File: src/logic/bmts_pkg.sv
// Shared constants and types for the biphase mark serial transport link
package bmts_pkg;
   // ==========================================================
   // Packet framing
   localparam logic [7:0] SYNC_WORD = 8'h47;
   localparam logic [7:0] SYNC_INV = 8'hb8;
   localparam logic [7:0] PKT_LEN_SHORT = 8'hbc;
   localparam logic [7:0] PKT_LEN_LONG = 8'hcc;
   // ==========================================================
   // Lock hysteresis
   localparam logic [2:0] LOCK_HITS = 3'h3;
   localparam logic [2:0] MISS_MAX = 3'h3;
   // ==========================================================
   // Transmit timing
   localparam int PER_W = 16;
   localparam logic [PER_W-1:0] HALF_BITS = 16'h0010;
   localparam logic [PER_W-1:0] PER_RST = 16'h0000;
   localparam logic LINE_RST = 1'b0;
   // ==========================================================
   // Types
   typedef enum logic [1:0] {
      BMTS_SEARCH,
      BMTS_VERIFY,
      BMTS_LOCKED
   } bmts_sync_e;
   typedef struct packed {
      logic [7:0] data;
      logic packet_start_flag;
      logic byte_valid_flag;
   } bmts_rx_byte_s;
   localparam bmts_rx_byte_s RX_OUT_RST = '{data: 8'h00, packet_start_flag: 1'b0,
      byte_valid_flag: 1'b0};
endpackage

File: src/logic/bmts_link.sv
// Biphase mark serial transport stream link: transmit encoder and receive aligner
// What this block does
// RULE1 - Line bit timing derived from byte clock, eight bits per byte period.
// RULE2 - Every byte presented after the first two rises since reset is sent, so packet gaps pass unchanged.
// RULE3 - No justification or stuffing bits are ever inserted.
// RULE4 - Parallel bytes are loaded and shifted out serially before encoding.
// RULE5 - The serial bits are biphase mark encoded onto the line.
// RULE6 - Received line samples are biphase mark decoded back to NRZ bits.
// RULE7 - Sync word position in decoded bits sets the byte boundary.
// RULE8 - One sender to one receiver, one direction, no return path.
// RULE9 - Bytes go out MSB first and are rebuilt MSB first.
// RULE10 - Line toggles at every bit start and at mid-bit for ones.
// RULE11 - Format from sync value and spacing: 47/188, 47/204 dummy, B8/204.
// RULE12 - Rebuild packet start and byte valid flags on the parallel output.
// RULE13 - Lock after several spaced syncs; drop lock after repeated misses.
`timescale 1ns/1ns
module bmts_link (
   input wire logic clk, // 125 MHz system clock
   input wire logic sys_rst, // Synchronous reset, active high
   input wire logic ce, // Clock enable, freezes state when low
   input wire logic tx_byte_clk, // Transport byte clock pin
   input wire logic [7:0] tx_data, // Transport byte, taken at byte clock rise
   output logic tx_line, // Encoded serial line out
   input wire logic rx_line_clk, // Recovered half-bit clock from CDR
   input wire logic rx_line_in, // Recovered line level from CDR
   output bmts_pkg::bmts_rx_byte_s rx_out, // Rebuilt byte and flags
   output logic rx_out_valid, // One-cycle strobe per rebuilt byte
   output logic rx_locked // Byte lock held
);
   import bmts_pkg::*;

   function automatic logic is_sync(input logic [7:0] b);
      is_sync = (b == SYNC_WORD) || (b == SYNC_INV);
   endfunction

   // ==========================================================
   // Transmit: pin synchronisers
   logic bc_s1, bc_s2, bc_s3;
   logic [7:0] td_s1, td_s2;
   always_ff @(posedge clk) begin
      if (sys_rst) begin
         bc_s1 <= 1'b0;
         bc_s2 <= 1'b0;
         bc_s3 <= 1'b0;
         td_s1 <= 8'h00;
         td_s2 <= 8'h00;
      end else if (ce) begin
         bc_s1 <= tx_byte_clk;
         bc_s2 <= bc_s1;
         bc_s3 <= bc_s2;
         td_s1 <= tx_data;
         td_s2 <= td_s1;
      end
   end
   wire tx_rise = bc_s2 & ~bc_s3;

   // ==========================================================
   // Transmit: half-bit timing locked to the byte period
   // Period is measured in clk cycles and split into 16 half-bits by an
   // accumulator, so the line rate tracks the byte rate with no overhead.
   logic [PER_W-1:0] per_cnt, per_len, acc;
   logic per_seen, per_ok, hb_run;
   logic [3:0] hb_idx;
   logic [7:0] tx_sr;
   wire [PER_W:0] acc_sum = {1'b0, acc} + {1'b0, HALF_BITS};
   wire hb_tick = hb_run && per_ok && (acc_sum >= {1'b0, per_len}); // RULE1
   wire [3:0] hb_next = hb_idx + 4'h1;
   wire tx_cur_bit = tx_sr[~hb_next[3:1]]; // RULE9
   wire tx_toggle = ~hb_next[0] | tx_cur_bit; // RULE10

   always_ff @(posedge clk) begin
      if (sys_rst) begin
         per_cnt <= PER_RST;
         per_len <= PER_RST;
         acc <= PER_RST;
         per_seen <= 1'b0;
         per_ok <= 1'b0;
         hb_run <= 1'b0;
         hb_idx <= 4'h0;
         tx_sr <= 8'h00;
         tx_line <= LINE_RST;
      end else if (ce) begin
         if (tx_rise) begin
            per_len <= per_cnt + 16'h0001; // RULE1
            per_cnt <= PER_RST;
            per_seen <= 1'b1;
            per_ok <= per_seen;
            // Every byte from the third rise on is sent as presented, dummy or not
            tx_sr <= td_s2; // RULE4 RULE2
            hb_idx <= 4'h0;
            acc <= PER_RST;
            hb_run <= per_ok; // RULE3
            if (per_ok) begin
               tx_line <= ~tx_line; // RULE10 RULE5
            end
         end else begin
            per_cnt <= per_cnt + 16'h0001;
            if (hb_tick) begin
               acc <= acc_sum[PER_W-1:0] - per_len;
               hb_idx <= hb_next;
               hb_run <= (hb_next != 4'hf);
               if (tx_toggle) begin
                  tx_line <= ~tx_line; // RULE5
               end
            end else if (hb_run) begin
               acc <= acc_sum[PER_W-1:0];
            end
         end
      end
   end

   // ==========================================================
   // Receive: pin synchronisers and half-bit sampling
   logic lc_s1, lc_s2, lc_s3, ld_s1, ld_s2;
   logic half_prev, phase;
   always_ff @(posedge clk) begin
      if (sys_rst) begin
         lc_s1 <= 1'b0;
         lc_s2 <= 1'b0;
         lc_s3 <= 1'b0;
         ld_s1 <= 1'b0;
         ld_s2 <= 1'b0;
      end else if (ce) begin
         lc_s1 <= rx_line_clk;
         lc_s2 <= lc_s1;
         lc_s3 <= lc_s2;
         ld_s1 <= rx_line_in;
         ld_s2 <= ld_s1;
      end
   end
   wire rx_tick = lc_s2 & ~lc_s3;
   // A missing boundary transition means we sat mid-bit: emit a zero and
   // realign. An all-ones stream cannot realign, but sync words hold zeros.
   wire dec_strobe = rx_tick & (phase | (ld_s2 == half_prev)); // RULE6
   wire dec_bit = phase & (ld_s2 ^ half_prev); // RULE6

   always_ff @(posedge clk) begin
      if (sys_rst) begin
         half_prev <= 1'b0;
         phase <= 1'b0;
      end else if (ce && rx_tick) begin
         half_prev <= ld_s2;
         phase <= ~phase & (ld_s2 != half_prev);
      end
   end

   // ==========================================================
   // Receive: byte alignment and lock
   bmts_sync_e st;
   logic [7:0] sr, first, pos;
   logic [2:0] bit_cnt, hits, miss;
   logic per204, per_known;
   wire [7:0] next_sr = {sr[6:0], dec_bit}; // RULE9
   wire byte_done = dec_strobe && (bit_cnt == 3'h7) && (st != BMTS_SEARCH);
   wire [7:0] npos = pos + 8'h01;
   wire at_188 = (npos == PKT_LEN_SHORT);
   wire at_204 = (npos == PKT_LEN_LONG);
   wire match = (next_sr == first);
   wire cand188 = at_188 && match && (first == SYNC_WORD) && !(per_known && per204); // RULE11
   wire cand204 = at_204 && match && !(per_known && !per204); // RULE11
   wire hit = cand188 | cand204;
   wire slot = per_known ? (per204 ? at_204 : at_188) : at_204;
   wire fail = slot && !hit;
   wire dummy = per204 && (first == SYNC_WORD) && (npos >= PKT_LEN_SHORT) && !slot;

   always_ff @(posedge clk) begin
      if (sys_rst) begin
         st <= BMTS_SEARCH;
         sr <= 8'h00;
         first <= 8'h00;
         pos <= 8'h00;
         bit_cnt <= 3'h0;
         hits <= 3'h0;
         miss <= 3'h0;
         per204 <= 1'b0;
         per_known <= 1'b0;
         rx_out <= RX_OUT_RST;
         rx_out_valid <= 1'b0;
      end else if (ce) begin
         rx_out_valid <= 1'b0;
         if (dec_strobe) begin
            sr <= next_sr;
            bit_cnt <= bit_cnt + 3'h1;
         end
         if (st == BMTS_SEARCH && dec_strobe && is_sync(next_sr)) begin
            st <= BMTS_VERIFY; // RULE7
            first <= next_sr;
            bit_cnt <= 3'h0;
            pos <= 8'h00;
            hits <= 3'h1;
            per_known <= 1'b0;
         end else if (byte_done) begin
            pos <= (hit || slot) ? 8'h00 : npos;
            if (hit) begin
               per204 <= cand204;
               per_known <= 1'b1;
               miss <= 3'h0;
            end
            if (st == BMTS_VERIFY) begin
               if (fail) begin
                  st <= BMTS_SEARCH;
               end else if (hit) begin
                  hits <= hits + 3'h1;
                  if (hits + 3'h1 == LOCK_HITS) begin
                     st <= BMTS_LOCKED; // RULE13
                  end
               end
            end else begin
               if (fail) begin
                  miss <= miss + 3'h1;
                  if (miss + 3'h1 == MISS_MAX) begin
                     st <= BMTS_SEARCH; // RULE13
                  end
               end
               rx_out.data <= next_sr; // RULE8
               rx_out.packet_start_flag <= slot; // RULE12
               rx_out.byte_valid_flag <= !dummy; // RULE12 RULE11
               rx_out_valid <= 1'b1;
            end
         end
      end
   end
   assign rx_locked = (st == BMTS_LOCKED);
endmodule

File: config.mk
export PLATFORM = sky130hd
export DESIGN_NAME = bmts_link
export DESIGN_NICKNAME = d
export VERILOG_FILES = /design/src/logic/bmts_pkg.sv /design/src/logic/bmts_link.sv
export SDC_FILE = /design/constraint.sdc
export NUM_CORES = 1
export LEC_CHECK = 0
export BUFFER_PORTS_ARGS = -buffer_cell sky130_fd_sc_hd__buf_4
export CELL_PAD_IN_SITES_DETAIL_PLACEMENT = 0
export CELL_PAD_IN_SITES_GLOBAL_PLACEMENT = 1
export CORE_ASPECT_RATIO = 1.1
export CORE_UTILIZATION = 35
export DETAILED_ROUTE_END_ITERATION = 8
export HOLD_SLACK_MARGIN = 0.05
export PLACE_DENSITY = 0.67
export SLEW_MARGIN = 15
export SYNTH_ARGS = -nofsm -noshare
export SYNTH_HDL_FRONTEND = slang
export SYNTH_SLANG_ARGS = --single-unit
File: constraint.sdc
create_clock -name clk -period 3.35 [get_ports clk]
set_input_delay 0.1675 -clock clk [delete_from_list [all_inputs] [get_ports clk]]
set_output_delay 0.1675 -clock clk [all_outputs]
set_load 0.1 [all_outputs]
# Word level (Yosys, flattened, before mapping)
# Index checks and enable logic that the tools add are counted.
classes:
  n_lt_le_gt_ge: 3
  eq_ne: 16
  reduce_logical: 53
  n_mux: 43
  addsub: 8
  bitwise: 17
op_table:
  columns: ["operator", "n"]
  rows:
  - ["$mux 16", 4]
  - ["$mux 3", 10]
  - ["$eq 8x8->1 const B", 3]
  - ["$mux 8", 3]
  - ["$logic_and 1x1->1", 18]
  - ["$add 16x5->17 const B", 1]
  - ["$ge 17x16->1", 1]
  - ["$add 16x1->16 const B", 1]
  - ["$eq 8x7->1 const B", 2]
  - ["$mux 2", 8]
  - ["$sub 16x16->16", 1]
  - ["$mux 1", 15]
  - ["$reduce_bool 3->1", 5]
  - ["$reduce_and 2->1", 7]
  - ["$reduce_bool 2->1", 7]
  - ["$reduce_and 4->1", 3]
  - ["$add 3x1->3 const B", 3]
  - ["$add 8x1->8 const B", 1]
  - ["$eq 8x8->1", 1]
  - ["$ge 8x8->1 const B", 1]
  - ["$mux 4", 2]
  - ["$not 1->1", 7]
  - ["$eq 3x2->1 const B", 2]
  - ["$logic_not 1->1", 6]
  - ["19 further kinds", 28]
totals:
  wordCells: 174
  input_bits: 14
  ff_bits: 137
  output_inout_bits: 13

# Longest topological paths before layout
# Gate-level depths: netlist of the first run.
logic_depth:
  depth_word: 13
  depth_mapped: 13
  ltp_nobuf: 12

# Worst setup path after synthesis of the first run
# OpenSTA, ideal clock, no wires.
synth_timing:
  kind: "register to register"
  from: "register acc[8]"
  to: "register tx_line"
  period_less_slack_ps: 3107
  setup_slack_ps: 243
  setup_ps: 123
  t_required_ps: 3227
  n_path_buf: 0
  arrival_ps: 2984
  path_stages_with_launch: 13
  cell_sequence: "dfxtp_1 -> and3_1 -> nand3_1 -> nor3b_1 -> xor2_1 -> ha_1 -> nand3_1 -> or3_1 -> nor4_1 -> o311a_1 -> a31oi_1 -> a2111oi_0 -> mux2_1"
synth_via:
  elab_chain_cells: 5
synth_rtl:
  columns: ["item", "line", "source"]
  rows:
  - ["start, declared", "bmts_link.sv:61", "logic [PER_W-1:0] per_cnt, per_len, acc;"]
  - ["start signal, assigned", "bmts_link.sv:99", "acc <= acc_sum[PER_W-1:0] - per_len;"]
  - ["start signal, assigned", "bmts_link.sv:106", "acc <= acc_sum[PER_W-1:0];"]
  - ["$add 16x5->17", "bmts_link.sv:65", "wire [PER_W:0] acc_sum = {1'b0, acc} + {1'b0, HALF_BITS};"]
  - ["$ge 17x16->1", "bmts_link.sv:66", "wire hb_tick = hb_run && per_ok && (acc_sum >= {1'b0, per_len});"]
  - ["$logic_and 1x1->1", "bmts_link.sv:66", null]
  - ["$reduce_bool 2->1 (no source line)", null, null]
  - ["$reduce_and 4->1 (no source line)", null, null]
  - ["end signal, assigned", "bmts_link.sv:94", "tx_line <= ~tx_line;"]
  - ["end signal, assigned", "bmts_link.sv:103", "tx_line <= ~tx_line;"]
  - ["end, declared", "bmts_link.sv:23", "output logic tx_line,"]
# Every way passes these cells.
# A chain may end at the register's enable or synchronous reset.

# Worst setup path after layout of the first run
layout_timing:
  from: "register acc[9]"
  to: "register tx_line"
# The elaborated chain is that of the path after synthesis.

==> report_table.html, run 1 <==
<table>
<tr><th>Metric</th><th>Value</th></tr>
<tr><th colspan="2">Critical path</th></tr>
<tr><td>Top fanout value on the critical path</td><td>5</td></tr>
<tr><td>R2r worst-path depth</td><td>12</td></tr>
<tr><td>Critical-path top delay cell</td><td>a2111oi_1</td></tr>
<tr><td>Type of destination of the critical path</td><td>register</td></tr>
<tr><td>Startpoint-to-endpoint class of the critical path</td><td>register to register</td></tr>
<tr><td>Cells along the critical path</td><td>and3_4 &gt; nand3_2 &gt; nor3b_2 &gt; xor2_1 &gt; ha_1 &gt; nand3_1 &gt; or3_1 &gt; nor4_2 &gt; o311a_1 &gt; a31oi_4 &gt; a2111oi_1 &gt; mux2_1</td></tr>
<tr><td>Required time of the worst setup path</td><td>3650 ps</td></tr>
<tr><td>Worst EP arrival</td><td>3460 ps</td></tr>
<tr><td>CP Launch Type</td><td>register</td></tr>
<tr><td>Max stage delay on crit path</td><td>440 ps</td></tr>
<tr><th colspan="2">STA</th></tr>
<tr><td>Worst rel slew slack</td><td>0.3665</td></tr>
<tr><td>Tmin final</td><td>3159 ps</td></tr>
<tr><td>Endpoints failing hold</td><td>0</td></tr>
<tr><td>Post-route clock period utilization</td><td>0.9429</td></tr>
<tr><td>Max-slew violations</td><td>0</td></tr>
<tr><td>Final Skew</td><td>12.35 ps</td></tr>
<tr><td>Maximum clock rate</td><td>0.3166 GHz</td></tr>
<tr><td>Worst Max-Slew Pin Slew</td><td>946.8 ps</td></tr>
<tr><td>Final setup vio count</td><td>0</td></tr>
<tr><td>Post-route setup slack</td><td>191.4 ps</td></tr>
<tr><th colspan="2">Power and ir drop</th></tr>
<tr><td>VDD IR max</td><td>0.0003706 V</td></tr>
<tr><td>Leakage power figure</td><td>0.003290 uW</td></tr>
<tr><td>Total power divided by cell area</td><td>463.5 nW/um^2</td></tr>
<tr><td>Pwr Total</td><td>3948 uW</td></tr>
<tr><th colspan="2">Final layout</th></tr>
<tr><td>Layout overhead on the synthesized area</td><td>19.11%</td></tr>
<tr><td>Share of the core filled with cells</td><td>0.4273</td></tr>
<tr><td>Final Cell Area</td><td>8517 sq um</td></tr>
<tr><td>Antenna diode instance count</td><td>0</td></tr>
<tr><td>Post-route non-filler standard cell count</td><td>1173</td></tr>
<tr><td>Layout cells sized above 1</td><td>0.1216</td></tr>
<tr><td>Net count, final</td><td>952</td></tr>
<tr><th colspan="2">Synth</th></tr>
<tr><td>Prevailing post-synth register cell</td><td>dfxtp_1</td></tr>
<tr><td>Commonest cells post-synth</td><td>dfxtp_1, nor2_1, nand2_1</td></tr>
<tr><td>Proportion of synthesized chip area in sequential cells</td><td>0.3836</td></tr>
<tr><td>Post-Syn Area per Cell</td><td>8.238 sq um</td></tr>
<tr><td>Count of flip-flops with a built-in enable after synthesis</td><td>0</td></tr>
<tr><td>Synthesized Nets</td><td>912</td></tr>
<tr><td>Most common cell in the synthesized netlist</td><td>dfxtp_1</td></tr>
<tr><td>Syn Inst Count</td><td>868</td></tr>
<tr><td>Mapped Area</td><td>7151 sq um</td></tr>
<tr><td>Seq cells post-synth</td><td>137</td></tr>
<tr><td>Asr flop ratio synth</td><td>0</td></tr>
<tr><td>Post-synth cell types</td><td>72</td></tr>
<tr><td>Yosys top cell by area</td><td>dfxtp_1</td></tr>
<tr><td>Fraction of post-synthesis cell area in the top cell type by area</td><td>0.3836</td></tr>
<tr><td>Synthesis warning total</td><td>0</td></tr>
<tr><td>Leading post-synthesis cells by cell area</td><td>dfxtp_1, nor2_1, nand2_1</td></tr>
<tr><th colspan="2">Placed design</th></tr>
<tr><td>Worst-case setup slack after placement</td><td>11.63 ps</td></tr>
<tr><td>Routability congestion estimate</td><td>0.8180</td></tr>
<tr><td>Placed insts</td><td>1126</td></tr>
<tr><td>Area after DPL</td><td>7674 sq um</td></tr>
<tr><td>IO buf count</td><td>26</td></tr>
<tr><td>Post-DP HPWL</td><td>11750 um</td></tr>
<tr><th colspan="2">Hold path</th></tr>
<tr><td>Min-delay worst type</td><td>input pin to register</td></tr>
<tr><td>Number of cells traversed by the worst hold path</td><td>3</td></tr>
<tr><th colspan="2">Global route</th></tr>
<tr><td>Antenna violations before repair</td><td>0</td></tr>
<tr><td>Largest net degree at the start of global routing</td><td>71</td></tr>
<tr><td>Global route overflow</td><td>0</td></tr>
<tr><td>Overall routing resource usage</td><td>0.1730</td></tr>
<tr><td>Global-route track usage on met2</td><td>0.2721</td></tr>
<tr><td>Wire length of the first global-routing pass</td><td>29550 um</td></tr>
<tr><td>Met1 global-route usage</td><td>0.2399</td></tr>
<tr><td>Via count of the first global-routing pass</td><td>5770</td></tr>
<tr><td>Global Route met3 Usage</td><td>0.03593</td></tr>
<tr><td>Busiest layer in global routing</td><td>met2</td></tr>
<tr><th colspan="2">Floorplan</th></tr>
<tr><td>Initial core utilization</td><td>0.3588</td></tr>
<tr><td>Ports placed on the boundary</td><td>27</td></tr>
<tr><td>Vertical extent of the die</td><td>151.9 um</td></tr>
<tr><td>Die Area</td><td>21010 sq um</td></tr>
<tr><td>CORE AREA</td><td>19930 sq um</td></tr>
<tr><td>Die X-Extent</td><td>138.3 um</td></tr>
<tr><td>Placement row count</td><td>54</td></tr>
<tr><th colspan="2">CTS</th></tr>
<tr><td>Root buffer cell</td><td>clkbuf_16</td></tr>
<tr><td>Post-CTS clock slew at the launch and capture registers of the worst setup and hold paths</td><td>60 ps</td></tr>
<tr><td>CTS buffer count</td><td>17</td></tr>
<tr><td>Buffers from clock root to sink, at most</td><td>2</td></tr>
<tr><td>CTS tree</td><td>built</td></tr>
<tr><td>Deepest level of the CTS H-tree</td><td>4</td></tr>
<tr><td>Clock network latency to the later pin of the worst-skew pair</td><td>420 ps</td></tr>
<tr><td>Sinks on the clock net</td><td>137</td></tr>
<tr><th colspan="2">Route</th></tr>
<tr><td>Number of design-rule violations left by the first detailed-router iteration</td><td>274</td></tr>
<tr><td>Number of vias per cell</td><td>5.178</td></tr>
<tr><td>Count of TritonRoute iterations in the first routing pass</td><td>4</td></tr>
<tr><td>Via count</td><td>6074</td></tr>
<tr><td>Remaining design rule violation count</td><td>0</td></tr>
<tr><td>Antenna violation net count after detailed routing</td><td>0</td></tr>
<tr><td>Wire length after detailed routing</td><td>17200 um</td></tr>
<tr><td>Per-cell routed wire length</td><td>14.66 um</td></tr>
<tr><th colspan="2">Job</th></tr>
<tr><td>Reported max-cap violation count</td><td>0</td></tr>
<tr><th colspan="2">Status</th></tr>
<tr><td>Run status</td><td>finished, final reports clean</td></tr>
</table>
-- where the power goes --
group / leakage (uW) / internal (uW) / total [uW] / switching [uW]
sequential: 0.00111 / 1650 / 1660 / 12.7
clock: 0.000306 / 1270 / 2060 / 794
combinational: 0.00187 / 88.5 / 223 / 135
total: 0.00329 / 3010 / 3950 / 942
-- state kept, by name (all words and copies together), names as in the netlist, 4 cells and up --
register / cells
acc: 16
per_cnt: 16
per_len: 16
rx_out: 10
first: 8
pos: 8
td_s1: 8
td_s2: 8
tx_sr: 8
sr: 7
hb_idx: 4
-- repair_timing --
action | in CTS | in global routing
endpoints found under the setup margin | 2 | 21
endpoints found under the hold margin | 11 | 0
gates cloned | 0 | 0
gates resized for setup | 1 | 18
buffers inserted | 0 | 4
pin swaps | 0 | 7
hold buffers | 11 | 0
-- through the flow --
| step | setup TNS [ps] | hold WS, ps |
|---|---|---|
| final | 0 | 158.5 |
| after global routing | -30.01 | 173.6 |
| after CTS | 0 | 151.7 |
| after detailed placement | 0 | 408.1 |
| after global placement | 0 | 401.1 |
| after floorplan | 0 | 314.7 |
-- worst max-delay path: cells and delay by family (launching register included) --
family,cells,cell delay (ps)
xor+xnor,1,110
simple gates,6,1120
mux,1,360
fa+ha+maj,1,360
flops,1,340
compound gates,3,760
-- per-layer routing --
| layer | share of wire | vias up | routed length [um] |
|---|---|---|---|
| met5 | 0 | - | 0 |
| met4 | 0.0088 | 0 | 152 |
| met3 | 0.027 | 10 | 462 |
| met2 | 0.45 | 84 | 7668 |
| met1 | 0.52 | 2821 | 8920 |
| li1 | - | 3159 | - |
-- cells in the final DEF (no fill, tap or decap), types with 7 or more instances in the layout --
cell type / count
nor2_1: 110
nor2b_1: 9
nand4_1: 7
nand2_1: 103
buf_4: 51
o21ai_0: 17
clkbuf_16: 17
nor3_1: 15
a22oi_1: 10
dfxtp_1: 132
xor2_1: 15
a211oi_1: 16
xnor2_1: 38
a21o_1: 7
and3_1: 14
a21oi_1: 66
a31oi_1: 13
dlygate4sd3_1: 11
o21ai_1: 8
nand3_1: 28
inv_1: 34
ha_1: 28
nand2b_1: 8
mux2i_1: 36
-- kinds of logic after synthesis --
kind of cell             synth area share
AO/OA/AOI/OAI                      0.1776
buffers and inverters             0.04147
XOR/XNOR                          0.06492
multiplexers                      0.05827
flip-flops                         0.3836
AND/OR/NAND/NOR                    0.2206
adder cells (fa/ha/maj)           0.05354
-- layout make-up --
type                            count  area (sq um)
Inverter                           36         135.1
Multi-Input combinational cell    653          4172
Tap cell                          252         315.3
Clock buffer                       18         429.2
Timing Repair Buffer               63         504.2
Fill cell                        1979         11410
Clock inverter                     14         210.2
Sequential cell                   137          2751
-- path summary, 6_finish.rpt --
kind / slack, ps / startpoint / end
max: 190 / acc[9] / tx_line
min: 160 / ce / per_cnt[1]
max reg2reg: 190 / acc[9] / tx_line
min reg2reg: 450 / tx_sr[3] / tx_sr[3]
Power figures use the tool's default switching activity.
==> run 2: changes to the inputs <==
--- a/config.mk
+++ b/config.mk
@@ -9,10 +9,11 @@
 export CELL_PAD_IN_SITES_DETAIL_PLACEMENT = 0
 export CELL_PAD_IN_SITES_GLOBAL_PLACEMENT = 1
 export CORE_ASPECT_RATIO = 1.1
-export CORE_UTILIZATION = 35
+export CORE_UTILIZATION = 32
+export CTS_CLUSTER_SIZE = 40
 export DETAILED_ROUTE_END_ITERATION = 8
 export HOLD_SLACK_MARGIN = 0.05
-export PLACE_DENSITY = 0.67
+export PLACE_DENSITY = 0.63
 export SLEW_MARGIN = 15
 export SYNTH_ARGS = -nofsm -noshare
 export SYNTH_HDL_FRONTEND = slang
==> run 2 against run 1 <==
Hold slack improved by 23 ps. Cell area fell by 0.15%. Sequential power hardly changed. Wire length is 2.2% higher. Utilization is 4.1 points lower. Via count fell by 0.33%. Clock skew down 1.7 ps. Cell count increased by 3.4%. Critical endpoint unchanged. Highest routed layer unchanged.
==> report_table.html, run 2 (same netlist as run 1, synthesis figures left out) <==
<table>
<tr><th>Metric</th><th>Value</th></tr>
<tr><th colspan="2">CTS</th></tr>
<tr><td>Buffers from clock root to sink, at most</td><td>2 (unchanged)</td></tr>
<tr><td>CTS buffer count</td><td>17 (unchanged)</td></tr>
<tr><td>Deepest level of the CTS H-tree</td><td>4 (unchanged)</td></tr>
<tr><td>Post-CTS clock slew at the launch and capture registers of the worst setup and hold paths</td><td>60 ps (about the same)</td></tr>
<tr><td>CTS tree</td><td>built</td></tr>
<tr><td>Clock network latency to the later pin of the worst-skew pair</td><td>420 ps (about the same)</td></tr>
<tr><td>Root buffer cell</td><td>clkbuf_16</td></tr>
<tr><td>Sinks on the clock net</td><td>137 (unchanged)</td></tr>
<tr><th colspan="2">Floorplan</th></tr>
<tr><td>Die X-Extent</td><td>144.5 um (+4.5%)</td></tr>
<tr><td>Ports placed on the boundary</td><td>27 (unchanged)</td></tr>
<tr><td>Die Area</td><td>22950 sq um (+9.2%)</td></tr>
<tr><td>CORE AREA</td><td>22040 sq um (+11%)</td></tr>
<tr><td>Initial core utilization</td><td>0.3245 (-0.03428)</td></tr>
<tr><td>Vertical extent of the die</td><td>158.8 um (+4.5%)</td></tr>
<tr><td>Placement row count</td><td>57 (+5.6%)</td></tr>
<tr><th colspan="2">Hold path</th></tr>
<tr><td>Terminating pin of the worst hold path</td><td>per_cnt[14]</td></tr>
<tr><td>Min-delay worst type</td><td>input pin to register</td></tr>
<tr><td>Launch point of the worst hold path</td><td>sys_rst</td></tr>
<tr><td>Number of cells traversed by the worst hold path</td><td>2 (-1)</td></tr>
<tr><th colspan="2">STA</th></tr>
<tr><td>Worst rel slew slack</td><td>0.3493 (-0.01717)</td></tr>
<tr><td>Final setup vio count</td><td>0 (unchanged)</td></tr>
<tr><td>Worst Max-Slew Pin Slew</td><td>976.0 ps (+29.25 ps)</td></tr>
<tr><td>Tmin final</td><td>3149 ps (-9.821 ps)</td></tr>
<tr><td>Max-slew violations</td><td>0 (unchanged)</td></tr>
<tr><td>Maximum clock rate</td><td>0.3176 GHz (+0.31%)</td></tr>
<tr><td>Endpoints failing hold</td><td>0 (unchanged)</td></tr>
<tr><td>Final Skew</td><td>10.69 ps (-1.664 ps)</td></tr>
<tr><td>Post-route clock period utilization</td><td>0.9399 (-0.002932)</td></tr>
<tr><th colspan="2">Critical path</th></tr>
<tr><td>Startpoint-to-endpoint class of the critical path</td><td>register to register</td></tr>
<tr><td>Type of destination of the critical path</td><td>register</td></tr>
<tr><td>CP startpoint</td><td>acc[4]</td></tr>
<tr><td>Top fanout value on the critical path</td><td>6 (+1)</td></tr>
<tr><td>R2r worst-path depth</td><td>12 (unchanged)</td></tr>
<tr><td>Worst EP arrival</td><td>3450 ps (about the same)</td></tr>
<tr><td>CP Launch Type</td><td>register</td></tr>
<tr><td>Start of the worst register-to-register path</td><td>acc[4]</td></tr>
<tr><td>End of the worst register-to-register path</td><td>tx_line</td></tr>
<tr><td>Register-to-Register Setup Slack</td><td>200 ps (about the same)</td></tr>
<tr><td>Required time of the worst setup path</td><td>3650 ps (about the same)</td></tr>
<tr><th colspan="2">Route</th></tr>
<tr><td>Antenna violation net count after detailed routing</td><td>0 (unchanged)</td></tr>
<tr><td>Number of design-rule violations left by the first detailed-router iteration</td><td>279 (+1.8%)</td></tr>
<tr><td>Remaining design rule violation count</td><td>0 (unchanged)</td></tr>
<tr><td>Count of TritonRoute iterations in the first routing pass</td><td>4 (unchanged)</td></tr>
<tr><td>Wire length after detailed routing</td><td>17580 um (+2.2%)</td></tr>
<tr><td>Per-cell routed wire length</td><td>14.50 um (-1.2%)</td></tr>
<tr><td>Via count</td><td>6054 (-0.33%)</td></tr>
<tr><td>Number of vias per cell</td><td>4.991 (-3.6%)</td></tr>
<tr><th colspan="2">Power and ir drop</th></tr>
<tr><td>Pint</td><td>2936 uW (-2.3%)</td></tr>
<tr><td>Combinational cell fraction of total power</td><td>0.058 (about the same)</td></tr>
<tr><td>Pwr Total</td><td>3840 uW (-2.7%)</td></tr>
<tr><td>Total power divided by cell area</td><td>451.5 nW/um^2 (-2.6%)</td></tr>
<tr><td>Clk network pwr share</td><td>0.509 (-0.014)</td></tr>
<tr><td>VDD IR max</td><td>0.0003283 V (-11%)</td></tr>
<tr><td>Fraction of power spent switching nets</td><td>0.2353 (-0.003170)</td></tr>
<tr><td>Switching power total</td><td>903.7 uW (-4.0%)</td></tr>
<tr><td>Reg power frac</td><td>0.433 (+0.012)</td></tr>
<tr><td>Leakage power figure</td><td>0.003265 uW (-0.76%)</td></tr>
<tr><th colspan="2">Global route</th></tr>
<tr><td>Antenna violations before repair</td><td>0 (unchanged)</td></tr>
<tr><td>Overall routing resource usage</td><td>0.1613 (-0.01169)</td></tr>
<tr><td>Global route overflow</td><td>0 (unchanged)</td></tr>
<tr><td>Wire length of the first global-routing pass</td><td>29380 um (-0.58%)</td></tr>
<tr><td>Largest net degree at the start of global routing</td><td>93 (+31%)</td></tr>
<tr><td>Via count of the first global-routing pass</td><td>5722 (-0.83%)</td></tr>
<tr><th colspan="2">Final layout</th></tr>
<tr><td>Share of the core filled with cells</td><td>0.3859 (-0.04140)</td></tr>
<tr><td>Largest registers</td><td>acc x16, per_cnt x16, per_len x16</td></tr>
<tr><td>Net count, final</td><td>949 (-0.32%)</td></tr>
<tr><td>Highest-count cells in the layout ignoring fill and taps</td><td>dfxtp_1, nor2_1, nand2_1, a21oi_1, buf_4</td></tr>
<tr><td>Antenna diode instance count</td><td>0 (unchanged)</td></tr>
<tr><td>Layout overhead on the synthesized area</td><td>18.93%</td></tr>
<tr><td>Most common cell after layout, fill and taps aside</td><td>dfxtp_1</td></tr>
<tr><td>Layout cells sized above 1</td><td>0.1176 (-0.003960)</td></tr>
<tr><td>Fillcell total</td><td>2287 (+16%)</td></tr>
<tr><th colspan="2">Job</th></tr>
<tr><td>Reported max-cap violation count</td><td>0 (unchanged)</td></tr>
<tr><th colspan="2">Placed design</th></tr>
<tr><td>IO buf count</td><td>26 (unchanged)</td></tr>
<tr><td>Post-DP HPWL</td><td>12060 um (+2.7%)</td></tr>
<tr><td>Routability congestion estimate</td><td>0.8459 (+3.4%)</td></tr>
<tr><th colspan="2">Status</th></tr>
<tr><td>Run status</td><td>finished, final reports clean</td></tr>
</table>
==> run 2: power groups by stage <==
stage | registers (uW) | logic (uW) | clock network (uW)
6_report | 1660 | 223 | 1950
2_1_floorplan | 1700 | 153 | 0
4_1_cts | 1660 | 223 | 2010
5_1_grt | 1660 | 247 | 2070
3_3_place_gp | 1700 | 213 | 0
3_5_place_dp | 1700 | 212 | 0
==> run 2: timing repair <==
| action | in CTS | in global routing |
|---|---|---|
| gates resized for setup | 0 | 17 |
| endpoints found under the setup margin | 0 | 21 |
| hold buffers | 11 | 0 |
| buffers inserted | 0 | 1 |
| endpoints found under the hold margin | 11 | 0 |
==> run 2: how the worst max path moves through the flow <==
stage,end,slack (ps)
2_1_floorplan,tx_line,240
5_1_grt,hb_idx[2],-20
3_5_place_dp,hb_idx[3],30
4_1_cts,hb_idx[3],10
6_report,tx_line,200
3_3_place_gp,tx_line,70
==> run 2: through the flow <==
stage | hold WS [ps] | area [sq um] | cells | setup TNS [ps] | worst slack (ps)
after global routing | 178.7 | 8504 | 1213 | -24.21 | -24.21
after global placement | 400.2 | 7727 | 1169 | 0 | 73.71
after detailed placement | 408.1 | 7727 | 1169 | 0 | 26.76
final | 181.9 | 8504 | 1213 | 0 | 201.2
after CTS | 161.4 | 8447 | 1212 | 0 | 14.76
after floorplan | 314.7 | 7151 | 868 | 0 | 242.6
==> run 2: final cells by class <==
cell class | instances | area, sq um | area share
Clock buffer | 19 | 442.9 | 0.05208
Clock inverter | 13 | 166.4 | 0.01957
Inverter | 36 | 135.1 | 0.01589
Multi-Input combinational cell | 653 | 4160 | 0.4892
Sequential cell | 137 | 2749 | 0.3232
Tap cell | 295 | 369.1 | 0.04340
Timing Repair Buffer | 60 | 481.7 | 0.05664
==> run 2: routing by layer <==
layer	vias to the layer above	global-route usage	wire (um)
met2	75	0.2452	7773
li1	3138	-	-
met3	18	0.03227	382
met4	0	0.04689	231
met1	2823	0.2277	9197
met5	-	0	0
==> run 2: worst max-delay path, cell delays in order (launching register included) <==
cell and delay, ps:
dfxtp_2 380, ha_1 190, and2_1 160, nand4_1 160
xnor2_1 170, ha_1 350, nand3_2 120, or3_1 320
nor4_1 180, o311a_1 190, a31oi_2 60, a2111oi_1 430
mux2_1 350
